**config.mk**
```make
export PLATFORM = sky130hd
export DESIGN_NAME = uor_flags
export DESIGN_NICKNAME = d
export VERILOG_FILES = /design/src/design/uor_pkg.sv /design/src/design/uor_flags.sv /design/src/design/uor_rx_store.sv
export VERILOG_INCLUDE_DIRS = /design/src /design/src/design
export SDC_FILE = /design/constraint.sdc
export NUM_CORES = 1
export LEC_CHECK = 0
export ABC_AREA = 0
export ABC_CLOCK_PERIOD_IN_PS = 6600
export CAP_MARGIN = 20
export CORE_MARGIN = 2
export CORE_UTILIZATION = 30
export DETAILED_ROUTE_END_ITERATION = 8
export DONT_BUFFER_PORTS = 1
export REMOVE_ABC_BUFFERS = 1
export SLEW_MARGIN = 20
export SYNTH_ARGS = -nofsm -noshare
export SYNTH_HDL_FRONTEND = slang
export SYNTH_SLANG_ARGS = --single-unit
```
**constraint.sdc**
```tcl
create_clock -name i_clk -period 6.6 [get_ports i_clk]
set_input_delay 1.65 -clock i_clk [delete_from_list [all_inputs] [get_ports i_clk]]
set_output_delay 1.65 -clock i_clk [all_outputs]
set_load 0.005 [all_outputs]
```
**src/design/uor_defines.svh**
```systemverilog
// constants for the receive overrun and data-ready flag block
`ifndef UOR_DEFINES_SVH
`define UOR_DEFINES_SVH
`define UOR_DATA_W     8
`define UOR_FIFO_DEPTH 16
`define UOR_RDY_BIT    0
`define UOR_OE_BIT     1
`define UOR_STAT_W     2
`define UOR_OE_RST     1'h0
`define UOR_RDY_RST    1'h0
`define UOR_DATA_RST   8'h00
`endif

```
**src/design/uor_pkg.sv**
```systemverilog
// types for the receive overrun and data-ready flag block
package uor_pkg;
    // receive storage mode, chosen by the fifo enable
    typedef enum logic {
        UOR_MODE_SINGLE = 1'b0,
        UOR_MODE_FIFO   = 1'b1
    } uor_mode_t;
endpackage

```
**src/design/uor_flags.sv**
```systemverilog
// receive overrun flag and data-ready flag of one uart channel
// Behaviour
// - single mode: unread character overwritten sets overrun
// - line status read clears overrun
// - fifo overrun only when full plus new character
// - overrun flag shows at once
// - overflowing character never enters the fifo
// - overrun set at the stop bit strobe
// - overrun reads zero after reset
// - data ready set when character stored
// - data ready clears once storage emptied
// - data ready reads zero after reset
`timescale 1ns/1ns
`default_nettype none
`include "uor_defines.svh"
module uor_flags #(
    parameter int DATA_W = `UOR_DATA_W,
    parameter int DEPTH  = `UOR_FIFO_DEPTH
) (
    // clock, reset, enable
    input  wire logic              i_clk,
    input  wire logic              i_rst,
    input  wire logic              i_ce,
    // configuration
    input  wire logic              i_fifo_mode,
    // receiver shift logic, strobe at stop bit time
    input  wire logic              i_char_done,
    input  wire logic [DATA_W-1:0] i_char_data,
    // host reads
    input  wire logic              i_lsr_rd,
    input  wire logic              i_rx_rd,
    // status and data to the host
    output logic [`UOR_STAT_W-1:0] o_status,
    output logic [DATA_W-1:0]      o_rx_data,
    output logic                   o_fifo_full
);
    localparam int CNT_W = $clog2(DEPTH + 1);

    uor_pkg::uor_mode_t mode;            // storage mode this cycle
    uor_pkg::uor_mode_t mode_reg;        // mode seen last cycle
    logic [CNT_W-1:0]   count;           // characters held
    logic [DATA_W-1:0]  head;            // oldest character
    logic               flush;           // mode change empties storage
    logic               full;            // storage cannot take more
    logic               pop;             // host takes a character
    logic               push;            // character enters storage
    logic               ovr_event;       // overrun happens this cycle
    logic               ovr_reg;         // sticky overrun flag
    logic               rdy_reg;         // data ready flag
    logic               rdy_next;        // data ready after this cycle

    // notes for the next reader:
    // - every strobe is taken on a rising edge with the enable high;
    //   with the enable low nothing moves, not even the mode history
    // - a change of storage mode empties the storage in that cycle,
    //   so receiver and data-read strobes of that cycle are lost; a
    //   status read still clears the overrun flag there
    // - the overrun flag is not touched by a mode change, so software
    //   still sees an overrun that happened just before the switch
    // - single mode keeps the new character on an overrun, fifo mode
    //   keeps the old ones; that asymmetry is on purpose
    // - a host data read in the same cycle as a character on full
    //   storage makes room, so that case is no overrun at all

    assign mode  = uor_pkg::uor_mode_t'(i_fifo_mode);
    assign flush = (mode != mode_reg);
    assign full  = (mode == uor_pkg::UOR_MODE_FIFO)
                 ? (count == CNT_W'(DEPTH)) : (count != '0);
    // a read of empty storage takes nothing
    assign pop   = i_rx_rd && count != '0 && !flush;

    // overrun: storage full (occupied in single mode) and not being read when the
    // new character completes; the flag is raised at the strobe, so
    // it does not wait for the character to reach the head
    assign ovr_event = i_char_done && !flush && full && !pop;
    // single mode stores even on overrun (overwrite), fifo mode drops
    assign push = i_char_done && !flush
               && !(ovr_event && mode == uor_pkg::UOR_MODE_FIFO);

    // data ready follows occupancy after this cycle's push and pop
    // a flush wins over a push in the same cycle, so the flag falls
    assign rdy_next = !flush && (push || count > CNT_W'(pop));

    // storage of received characters
    uor_rx_store #(
        .DATA_W (DATA_W),
        .DEPTH  (DEPTH)
    ) u_store (
        .i_clk       (i_clk),
        .i_rst       (i_rst),
        .i_ce        (i_ce),
        .i_fifo_mode (i_fifo_mode),
        .i_flush     (flush),
        .i_push      (push),
        .i_pop       (pop),
        .i_data      (i_char_data),
        .o_count     (count),
        .o_head      (head)
    );

    // mode history for flush detection
    always_ff @(posedge i_clk or posedge i_rst) begin
        if (i_rst) begin
            mode_reg <= uor_pkg::UOR_MODE_SINGLE;
        end else if (i_ce) begin
            mode_reg <= mode;
        end
    end

    // sticky overrun: set beats clear so no event is lost
    always_ff @(posedge i_clk or posedge i_rst) begin
        if (i_rst) begin
            ovr_reg <= `UOR_OE_RST;
        end else if (i_ce) begin
            if (ovr_event) begin
                ovr_reg <= 1'b1;
            end else if (i_lsr_rd) begin
                ovr_reg <= 1'b0;
            end
        end
    end

    // data ready register; computed ahead so the flag is registered
    // and the host never sees a combinational glitch on it
    always_ff @(posedge i_clk or posedge i_rst) begin
        if (i_rst) begin
            rdy_reg <= `UOR_RDY_RST;
        end else if (i_ce) begin
            rdy_reg <= rdy_next;
        end
    end

    // registered outputs; data lags the head by one cycle
    always_ff @(posedge i_clk or posedge i_rst) begin
        if (i_rst) begin
            o_rx_data   <= `UOR_DATA_RST;
            o_fifo_full <= 1'b0;
        end else if (i_ce) begin
            // in the flush cycle the host sees zero instead of the head
            o_rx_data   <= flush ? `UOR_DATA_RST : head;
            o_fifo_full <= (mode == uor_pkg::UOR_MODE_FIFO)
                         && (count == CNT_W'(DEPTH));
        end
    end

    // status bits as the host sees them
    always_comb begin
        o_status                = '0;
        o_status[`UOR_RDY_BIT]  = rdy_reg;
        o_status[`UOR_OE_BIT]   = ovr_reg;
    end
endmodule // uor_flags
`default_nettype wire

```
**src/design/uor_rx_store.sv**
```systemverilog
// receive storage: holding register in single mode, fifo in fifo mode
`timescale 1ns/1ns
`default_nettype none
`include "uor_defines.svh"
module uor_rx_store #(
    parameter int DATA_W = `UOR_DATA_W,
    parameter int DEPTH  = `UOR_FIFO_DEPTH,
    parameter int CNT_W  = $clog2(DEPTH + 1),
    parameter int PTR_W  = (DEPTH > 1) ? $clog2(DEPTH) : 1
) (
    // clock and control
    input  wire logic              i_clk,
    input  wire logic              i_rst,
    input  wire logic              i_ce,
    input  wire logic              i_fifo_mode,
    input  wire logic              i_flush,
    // write and read strobes
    input  wire logic              i_push,
    input  wire logic              i_pop,
    input  wire logic [DATA_W-1:0] i_data,
    // state
    output logic      [CNT_W-1:0]  o_count,
    output logic      [DATA_W-1:0] o_head
);
    logic [DATA_W-1:0] mem_reg [DEPTH];  // storage flip-flops
    logic [PTR_W-1:0]  wr_reg;           // write index
    logic [PTR_W-1:0]  rd_reg;           // read index
    logic [PTR_W-1:0]  wr_sel;           // slot written this cycle

    // single mode always uses slot zero, so the new character overwrites
    assign wr_sel = i_fifo_mode ? wr_reg : '0;
    assign o_head = mem_reg[i_fifo_mode ? rd_reg : '0];

    // storage entries, one write enable each
    for (genvar g = 0; g < DEPTH; g++) begin : g_entry
        always_ff @(posedge i_clk or posedge i_rst) begin
            if (i_rst) begin
                mem_reg[g] <= '0;
            end else if (i_ce && i_push && wr_sel == PTR_W'(g)) begin
                mem_reg[g] <= i_data;
            end
        end
    end

    // pointers wrap at depth; flush realigns them on a mode change
    always_ff @(posedge i_clk or posedge i_rst) begin
        if (i_rst) begin
            wr_reg <= '0;
            rd_reg <= '0;
        end else if (i_ce) begin
            if (i_flush || !i_fifo_mode) begin
                wr_reg <= '0;
                rd_reg <= '0;
            end else begin
                if (i_push) begin
                    wr_reg <= (wr_reg == PTR_W'(DEPTH - 1)) ? '0 : wr_reg + 1'b1;
                end
                if (i_pop) begin
                    rd_reg <= (rd_reg == PTR_W'(DEPTH - 1)) ? '0 : rd_reg + 1'b1;
                end
            end
        end
    end

    // occupancy; single mode holds at most one character
    always_ff @(posedge i_clk or posedge i_rst) begin
        if (i_rst) begin
            o_count <= '0;
        end else if (i_ce) begin
            if (i_flush) begin
                o_count <= '0;
            end else if (!i_fifo_mode) begin
                o_count <= (i_push || (o_count != '0 && !i_pop)) ? CNT_W'(1) : '0;
            end else if (i_push && !i_pop) begin
                o_count <= o_count + 1'b1;
            end else if (i_pop && !i_push) begin
                o_count <= o_count - 1'b1;
            end
        end
    end
endmodule // uor_rx_store
`default_nettype wire

```
==> results of run 1 <==
## worst min-delay path by stage
stage / startpoint / to / slack (ps) / cells past startpoint
4_1_cts: u_store.mem_reg[63] / u_store.mem_reg[63] / 490 / 1
2_1_floorplan: u_store.mem_reg[87] / u_store.mem_reg[87] / 450 / 1
3_5_place_dp: u_store.mem_reg[63] / u_store.mem_reg[63] / 470 / 1
3_3_place_gp: u_store.mem_reg[63] / u_store.mem_reg[63] / 460 / 1
6_report: u_store.mem_reg[63] / u_store.mem_reg[63] / 480 / 1
5_1_grt: u_store.mem_reg[63] / u_store.mem_reg[63] / 500 / 1
## kinds of logic after synthesis
family	count (synthesis)	share of synthesized area
AOI/OAI and AO/OA	115	0.0984
xor gates and xnor gates	3	0.00347
adders and majority gates	10	0.0175
buffers and inverters	46	0.0271
DFF	153	0.506
muxes	165	0.247
and+or+nand+nor	138	0.101
## worst max-delay path, cell delays in order
cell and delay [ps]:
ha_1 340, nand2b_4 180, nand4_1 190, nor2b_1 330, ha_1 250, inv_1 120, fa_1 420, a21o_1 200
a21oi_1 170, xnor2_1 160, a31oi_1 110, mux2i_1 150
## power breakdown
part | switching, mW | internal (mW) | leakage [nW] | total [mW]
Clock | 0.438 | 0.507 | 0.283 | 0.946
Sequential | 0.0533 | 0.993 | 2.10 | 1.05
Combinational | 0.173 | 0.125 | 1.41 | 0.298
Total | 0.664 | 1.63 | 3.80 | 2.29
## routing by layer
layer	up-vias	track usage	part of all wire
li1	2277	-	-
met1	2556	0.196	0.46
met2	111	0.227	0.47
met3	19	0.0489	0.055
met4	0	0.0394	0.015
met5	-	0	0
## cells in the mapped netlist (all sizes together) (8+ instances only)
library cell / number / area share
dfrtp: 153 / 0.51
o21ai: 28 / 0.019
nand3: 21 / 0.015
o22ai: 15 / 0.012
nand2: 57 / 0.028
a211oi: 11 / 0.011
ha: 9 / 0.015
a21oi: 24 / 0.016
clkbuf: 14 / 0.0071
nor2b: 8 / 0.0066
inv: 9 / 0.0045
nor3: 8 / 0.0083
mux2i: 27 / 0.036
mux2: 137 / 0.21
nor2: 23 / 0.021
buf: 22 / 0.015
## per-stage QoR
| step | utilization | cells |
|---|---|---|
| 6_report | 0.337 | 958 |
| 5_1_grt | 0.337 | 958 |
| 4_1_cts | 0.336 | 958 |
| 3_5_place_dp | 0.314 | 926 |
| 3_3_place_gp | 0.314 | 926 |
| 2_1_floorplan | - | 594 |
## area by class of cell
class                   count  area share
multi-input cells         431       0.420
inverters                  10     0.00536
clock inverters            14      0.0152
clock buffers              18      0.0523
flip-flops and latches    153       0.456
well taps                 330      0.0491
repair buffers              2     0.00179
==> key figures, run 1 <==
Route
  – Remaining DRCs: 0
  – WL final: 18.5 mm
  – Initial DRC count: 439
  – Router iterations before antenna repair: 5
  – DR vias: 4963
  – Vias/cell: 5.18
  – Routed length per instance: 19.3 um
  – Post-route antenna net violation count: 0

Setup path
  – Setup crit end kind: flip-flop
  – Peak fanout along the critical path: 40
  – Crit path kind: in -> reg
  – R2r endpoint: u_store.o_count[4]
  – Worst path arrival time: 4270 ps
  – R2R Path Start: mode_reg
  – Worst Setup EP: u_store.o_count[4]
  – Startpoint types: input pin
  – Critical Path Source: i_fifo_mode
  – Cells on worst reg2reg path: 12
  – R2R setup slack: 3530 ps
  – Critical Path RT: 6960 ps

Synth
  – Mapped Area: 0.00757 sq mm
  – Mean Syn Cell Area: 12.0 sq um
  – Number of synthesized flops with an enable pin: 0
  – Dominant synthesized flop cell: dfrtp_1
  – Gate count of the mapped netlist: 630
  – Synth Warn #: 0
  – Distinct cells, synth: 62
  – Sequential area share after synthesis: 0.506
  – #FFs+latches synth: 153
  – Asr flop ratio synth: 1.00

STA
  – F_max: 255 MHz
  – Max-slew headroom: 0.409
  – Period minus WS final: 3920 ps
  – Slew of the pin with the lowest slew margin: 886 ps
  – Post-route setup TNS: 0 ps
  – Worst setup margin: 2680 ps
  – RSZ-0062 raised after global routing: no
  – Tcrit/Tclk final: 0.593
  – Count of final hold-check violations: 0
  – Final setup violation count: 0
  – Clk_skew: 10.7 ps
  – Slew Limit Fails: 0
  – Hold_ws: 483 ps

Power and ir drop
  – Overall Power: 2.29 mW
  – Leak: 3.80 nW
  – Pwr/cell area: 273 mW/mm^2
  – Worst VDD drop: 178 uV

Floorplan
  – Core ar.: 0.0250 sq mm
  – Site Rows: 58
  – Boundary Pins: 26
  – Total die area: 0.0265 sq mm
  – Chip height: 163 um
  – Die X: 163 um
  – Initial core utilization: 0.303

Clocking
  – Root Buffer: clkbuf_16
  – H-tree depth: 4
  – CTS buffer count: 17
  – Post-CTS Setup Inserts: 0
  – CTS tree: built
  – Clock slew at reported path FFs: 70 ps
  – CTS sink cnt: 153
  – Worst-Skew Late Latency: 430 ps
  – Post_cts resized: 0
  – Deepest clock path buffer count: 2
  – CTS Hold Bufs: 0

Run
  – Max Cap Viol: 0

Layout
  – Area grow syn2layout: 11.0%
  – Ant diodes: 0
  – Filler Cell Count: 2493
  – Final instance area: 0.00840 sq mm
  – Share of layout cells above drive strength 1: 0.309
  – Final #Nets: 640
  – Most frequent cells in the layout: 152 x dfrtp_1, 125 x mux2_2, 57 x nand2_1
  – FF+latch area: 0.00383 sq mm
  – Max FFs per register: 128
  – Most common cell after layout, fill and taps aside: dfrtp_1
  – Multi-input gate area: 0.00353 sq mm

Place
  – Placed inst area: 0.00783 sq mm
  – IO Port Bufs: 0
  – Routability cong.: 0.804
  – Pre-CTS setup slack: 2270 ps
  – HPWL Detailed: 12.0 mm

GRT
  – Grt ovf: 0
  – Initial antenna violation count: 0
  – Vias in the first global route: 5044
  – Gr usage total: 0.146
  – Global-route wire length before repair: 29.5 mm
  – Largest net degree at the start of global routing: 111

Min path
  – Hold Crit Class: reg -> reg

Run status
  – Status: complete, no violations
Power figures use the tool's default switching activity.
==> run 2, diff against run 1 <==
--- a/config.mk
+++ b/config.mk
@@ -7,7 +7,7 @@
 export NUM_CORES = 1
 export LEC_CHECK = 0
 export ABC_AREA = 0
-export ABC_CLOCK_PERIOD_IN_PS = 6600
+export ABC_CLOCK_PERIOD_IN_PS = 3900
 export CAP_MARGIN = 20
 export CORE_MARGIN = 2
 export CORE_UTILIZATION = 30
==> constraint.sdc (replaced) <==
create_clock -name i_clk -period 3.9 [get_ports i_clk]
set_input_delay 0.975 -clock i_clk [delete_from_list [all_inputs] [get_ports i_clk]]
set_output_delay 0.975 -clock i_clk [all_outputs]
set_load 0.005 [all_outputs]
==> key figures, run 2 (synthesis results as in run 1) <==
Run status
  – Status: complete, no violations (unchanged)

Floorplan
  – Die X: 163 um (unchanged)
  – Boundary Pins: 26 (unchanged)
  – Site Rows: 58 (unchanged)
  – Core ar.: 0.0250 sq mm (unchanged)
  – Chip height: 163 um (unchanged)
  – Total die area: 0.0265 sq mm (unchanged)
  – Initial core utilization: 0.303 (unchanged)

Layout
  – Final #Nets: 647 (was 640)
  – Ant diodes: 0 (unchanged)
  – Share of layout cells above drive strength 1: 0.315 (was 0.309)
  – Most frequent cells in the layout: 152 x dfrtp_1, 125 x mux2_2, 57 x nand2_1 (unchanged)
  – Max FFs per register: 128 (unchanged)
  – Area grow syn2layout: 12.1% (was 11.0%)
  – Most common cell after layout, fill and taps aside: dfrtp_1 (unchanged)
  – Non-filler cells in the finished layout: 964 (was 958)

STA
  – Period minus WS final: 3120 ps
  – Tcrit/Tclk final: 0.800
  – Clk_skew: 9.81 ps (was 10.7 ps)
  – Post-route setup TNS: 0 ps (unchanged)
  – Final setup violation count: 0 (unchanged)
  – F_max: 320 MHz
  – Max-slew headroom: 0.472 (was 0.409)
  – Slew Limit Fails: 0 (unchanged)
  – Count of final hold-check violations: 0 (unchanged)
  – Slew of the pin with the lowest slew margin: 792 ps (was 886 ps)
  – RSZ-0062 raised after global routing: no (unchanged)

Clocking
  – Worst-Skew Late Latency: 430 ps (about the same)
  – Root Buffer: clkbuf_16 (unchanged)
  – Post-CTS Setup Inserts: 0 (unchanged)
  – Deepest clock path buffer count: 2 (unchanged)
  – H-tree depth: 4 (unchanged)
  – CTS tree: built (unchanged)
  – CTS Hold Bufs: 0 (unchanged)
  – Clock slew at reported path FFs: 60 ps (was 70 ps)
  – CTS buffer count: 17 (unchanged)
  – Post_cts resized: 0 (unchanged)
  – CTS sink cnt: 153 (unchanged)

Route
  – Post-route antenna net violation count: 0 (unchanged)
  – Vias/cell: 5.23 (was 5.18)
  – Remaining DRCs: 0 (unchanged)
  – Initial DRC count: 438 (was 439)
  – Router iterations before antenna repair: 5 (unchanged)
  – WL final: 18.7 mm (was 18.5 mm)
  – Routed length per instance: 19.4 um (was 19.3 um)
  – DR vias: 5037 (was 4963)

Place
  – Cells after DPL: 933 (was 926)
  – HPWL Detailed: 12.4 mm (was 12.0 mm)
  – IO Port Bufs: 0 (unchanged)
  – Routability cong.: 0.817 (was 0.804)

Power and ir drop
  – Leak: 3.84 nW (was 3.80 nW)
  – Worst VDD drop: 295 uV (was 178 uV)
  – Pwr/cell area: 467 mW/mm^2 (was 273 mW/mm^2)

Min path
  – Hold Crit Class: reg -> reg (unchanged)

Setup path
  – Setup crit end kind: flip-flop (unchanged)
  – Worst path arrival time: 3420 ps (was 4270 ps)
  – Critical Path RT: 4200 ps (was 6960 ps)
  – Peak fanout along the critical path: 40 (unchanged)
  – Startpoint types: input pin (unchanged)
  – Crit path kind: in -> reg (unchanged)

GRT
  – Global-route wire length before repair: 29.7 mm (was 29.5 mm)
  – Gr usage total: 0.147 (was 0.146)
  – Vias in the first global route: 5005 (was 5044)
  – Grt ovf: 0 (unchanged)
  – Initial antenna violation count: 0 (unchanged)
  – Largest net degree at the start of global routing: 86 (was 111)

Run
  – Max Cap Viol: 0 (unchanged)
run 2: cell count changes in the layout (fill, tap and decap cells not counted), sizes merged:
cell,change
buf,+7
inv,-6
bufinv,+2
clkinv,+2
clkbuf,+1
run 2: where the power goes:
group | internal [mW] | switching (mW) | total [mW]
Clock | 0.984 | 0.688 | 1.67
Sequential | 1.68 | 0.100 | 1.78
Combinational | 0.217 | 0.287 | 0.504
run 2: layout make-up:
type,instances,area [sq um]
tap,330,413
multi-input combinational,431,3530
fill,2460,16500
clock buffer,19,453
inverter,10,42.5
clock inverter,12,141
timing repair buffer,9,67.6
sequential,153,3830
run 2: worst paths after layout:
kind                                       endpoint  slack (ps)  cells past startpoint                 from
worst min-delay path            u_store.mem_reg[87]         480                      1  u_store.mem_reg[87]
max in group asynchronous        u_store.o_count[4]        2540                      2                i_rst
worst max register to register   u_store.o_count[4]         880                     12   u_store.o_count[1]
worst max-delay path             u_store.o_count[4]         780                     12          i_fifo_mode
min in group asynchronous       u_store.mem_reg[12]         570                      1                i_rst
worst min register to register  u_store.mem_reg[87]         480                      1  u_store.mem_reg[87]
run 2: stage by stage:
stage / instance area, sq um / utilization / worst slack [ps] / power (mW) / hold WS (ps)
finish: 8480 / 0.340 / 780 / 3.96 / 482
global route: 8480 / 0.340 / 535 / 4.11 / 497
detailed placement: 7890 / 0.316 / 388 / 2.32 / 470
floorplan: 7400 / - / -1200 / 2.16 / 452
global placement: 7890 / 0.316 / 453 / 2.30 / 462
CTS: 8480 / 0.340 / 814 / 3.99 / 483
run 2: per-layer routing:
| layer | vias to the layer above | GRT usage | share of wire |
|---|---|---|---|
| li1 | 2294 | - | - |
| met1 | 2598 | 0.204 | 0.47 |
| met2 | 126 | 0.220 | 0.45 |
| met3 | 19 | 0.0453 | 0.059 |
| met4 | 0 | 0.0430 | 0.017 |
| met5 | - | 0 | 0 |
run 2: critical path: stages:
cell and delay (ps):
ha_1 330, nand2b_4 180, nand4_1 190, nor2b_1 220, ha_1 220, inv_1 120
fa_1 420, a21o_1 200, a21oi_1 170, xnor2_1 110, a31oi_1 170, mux2i_1 90
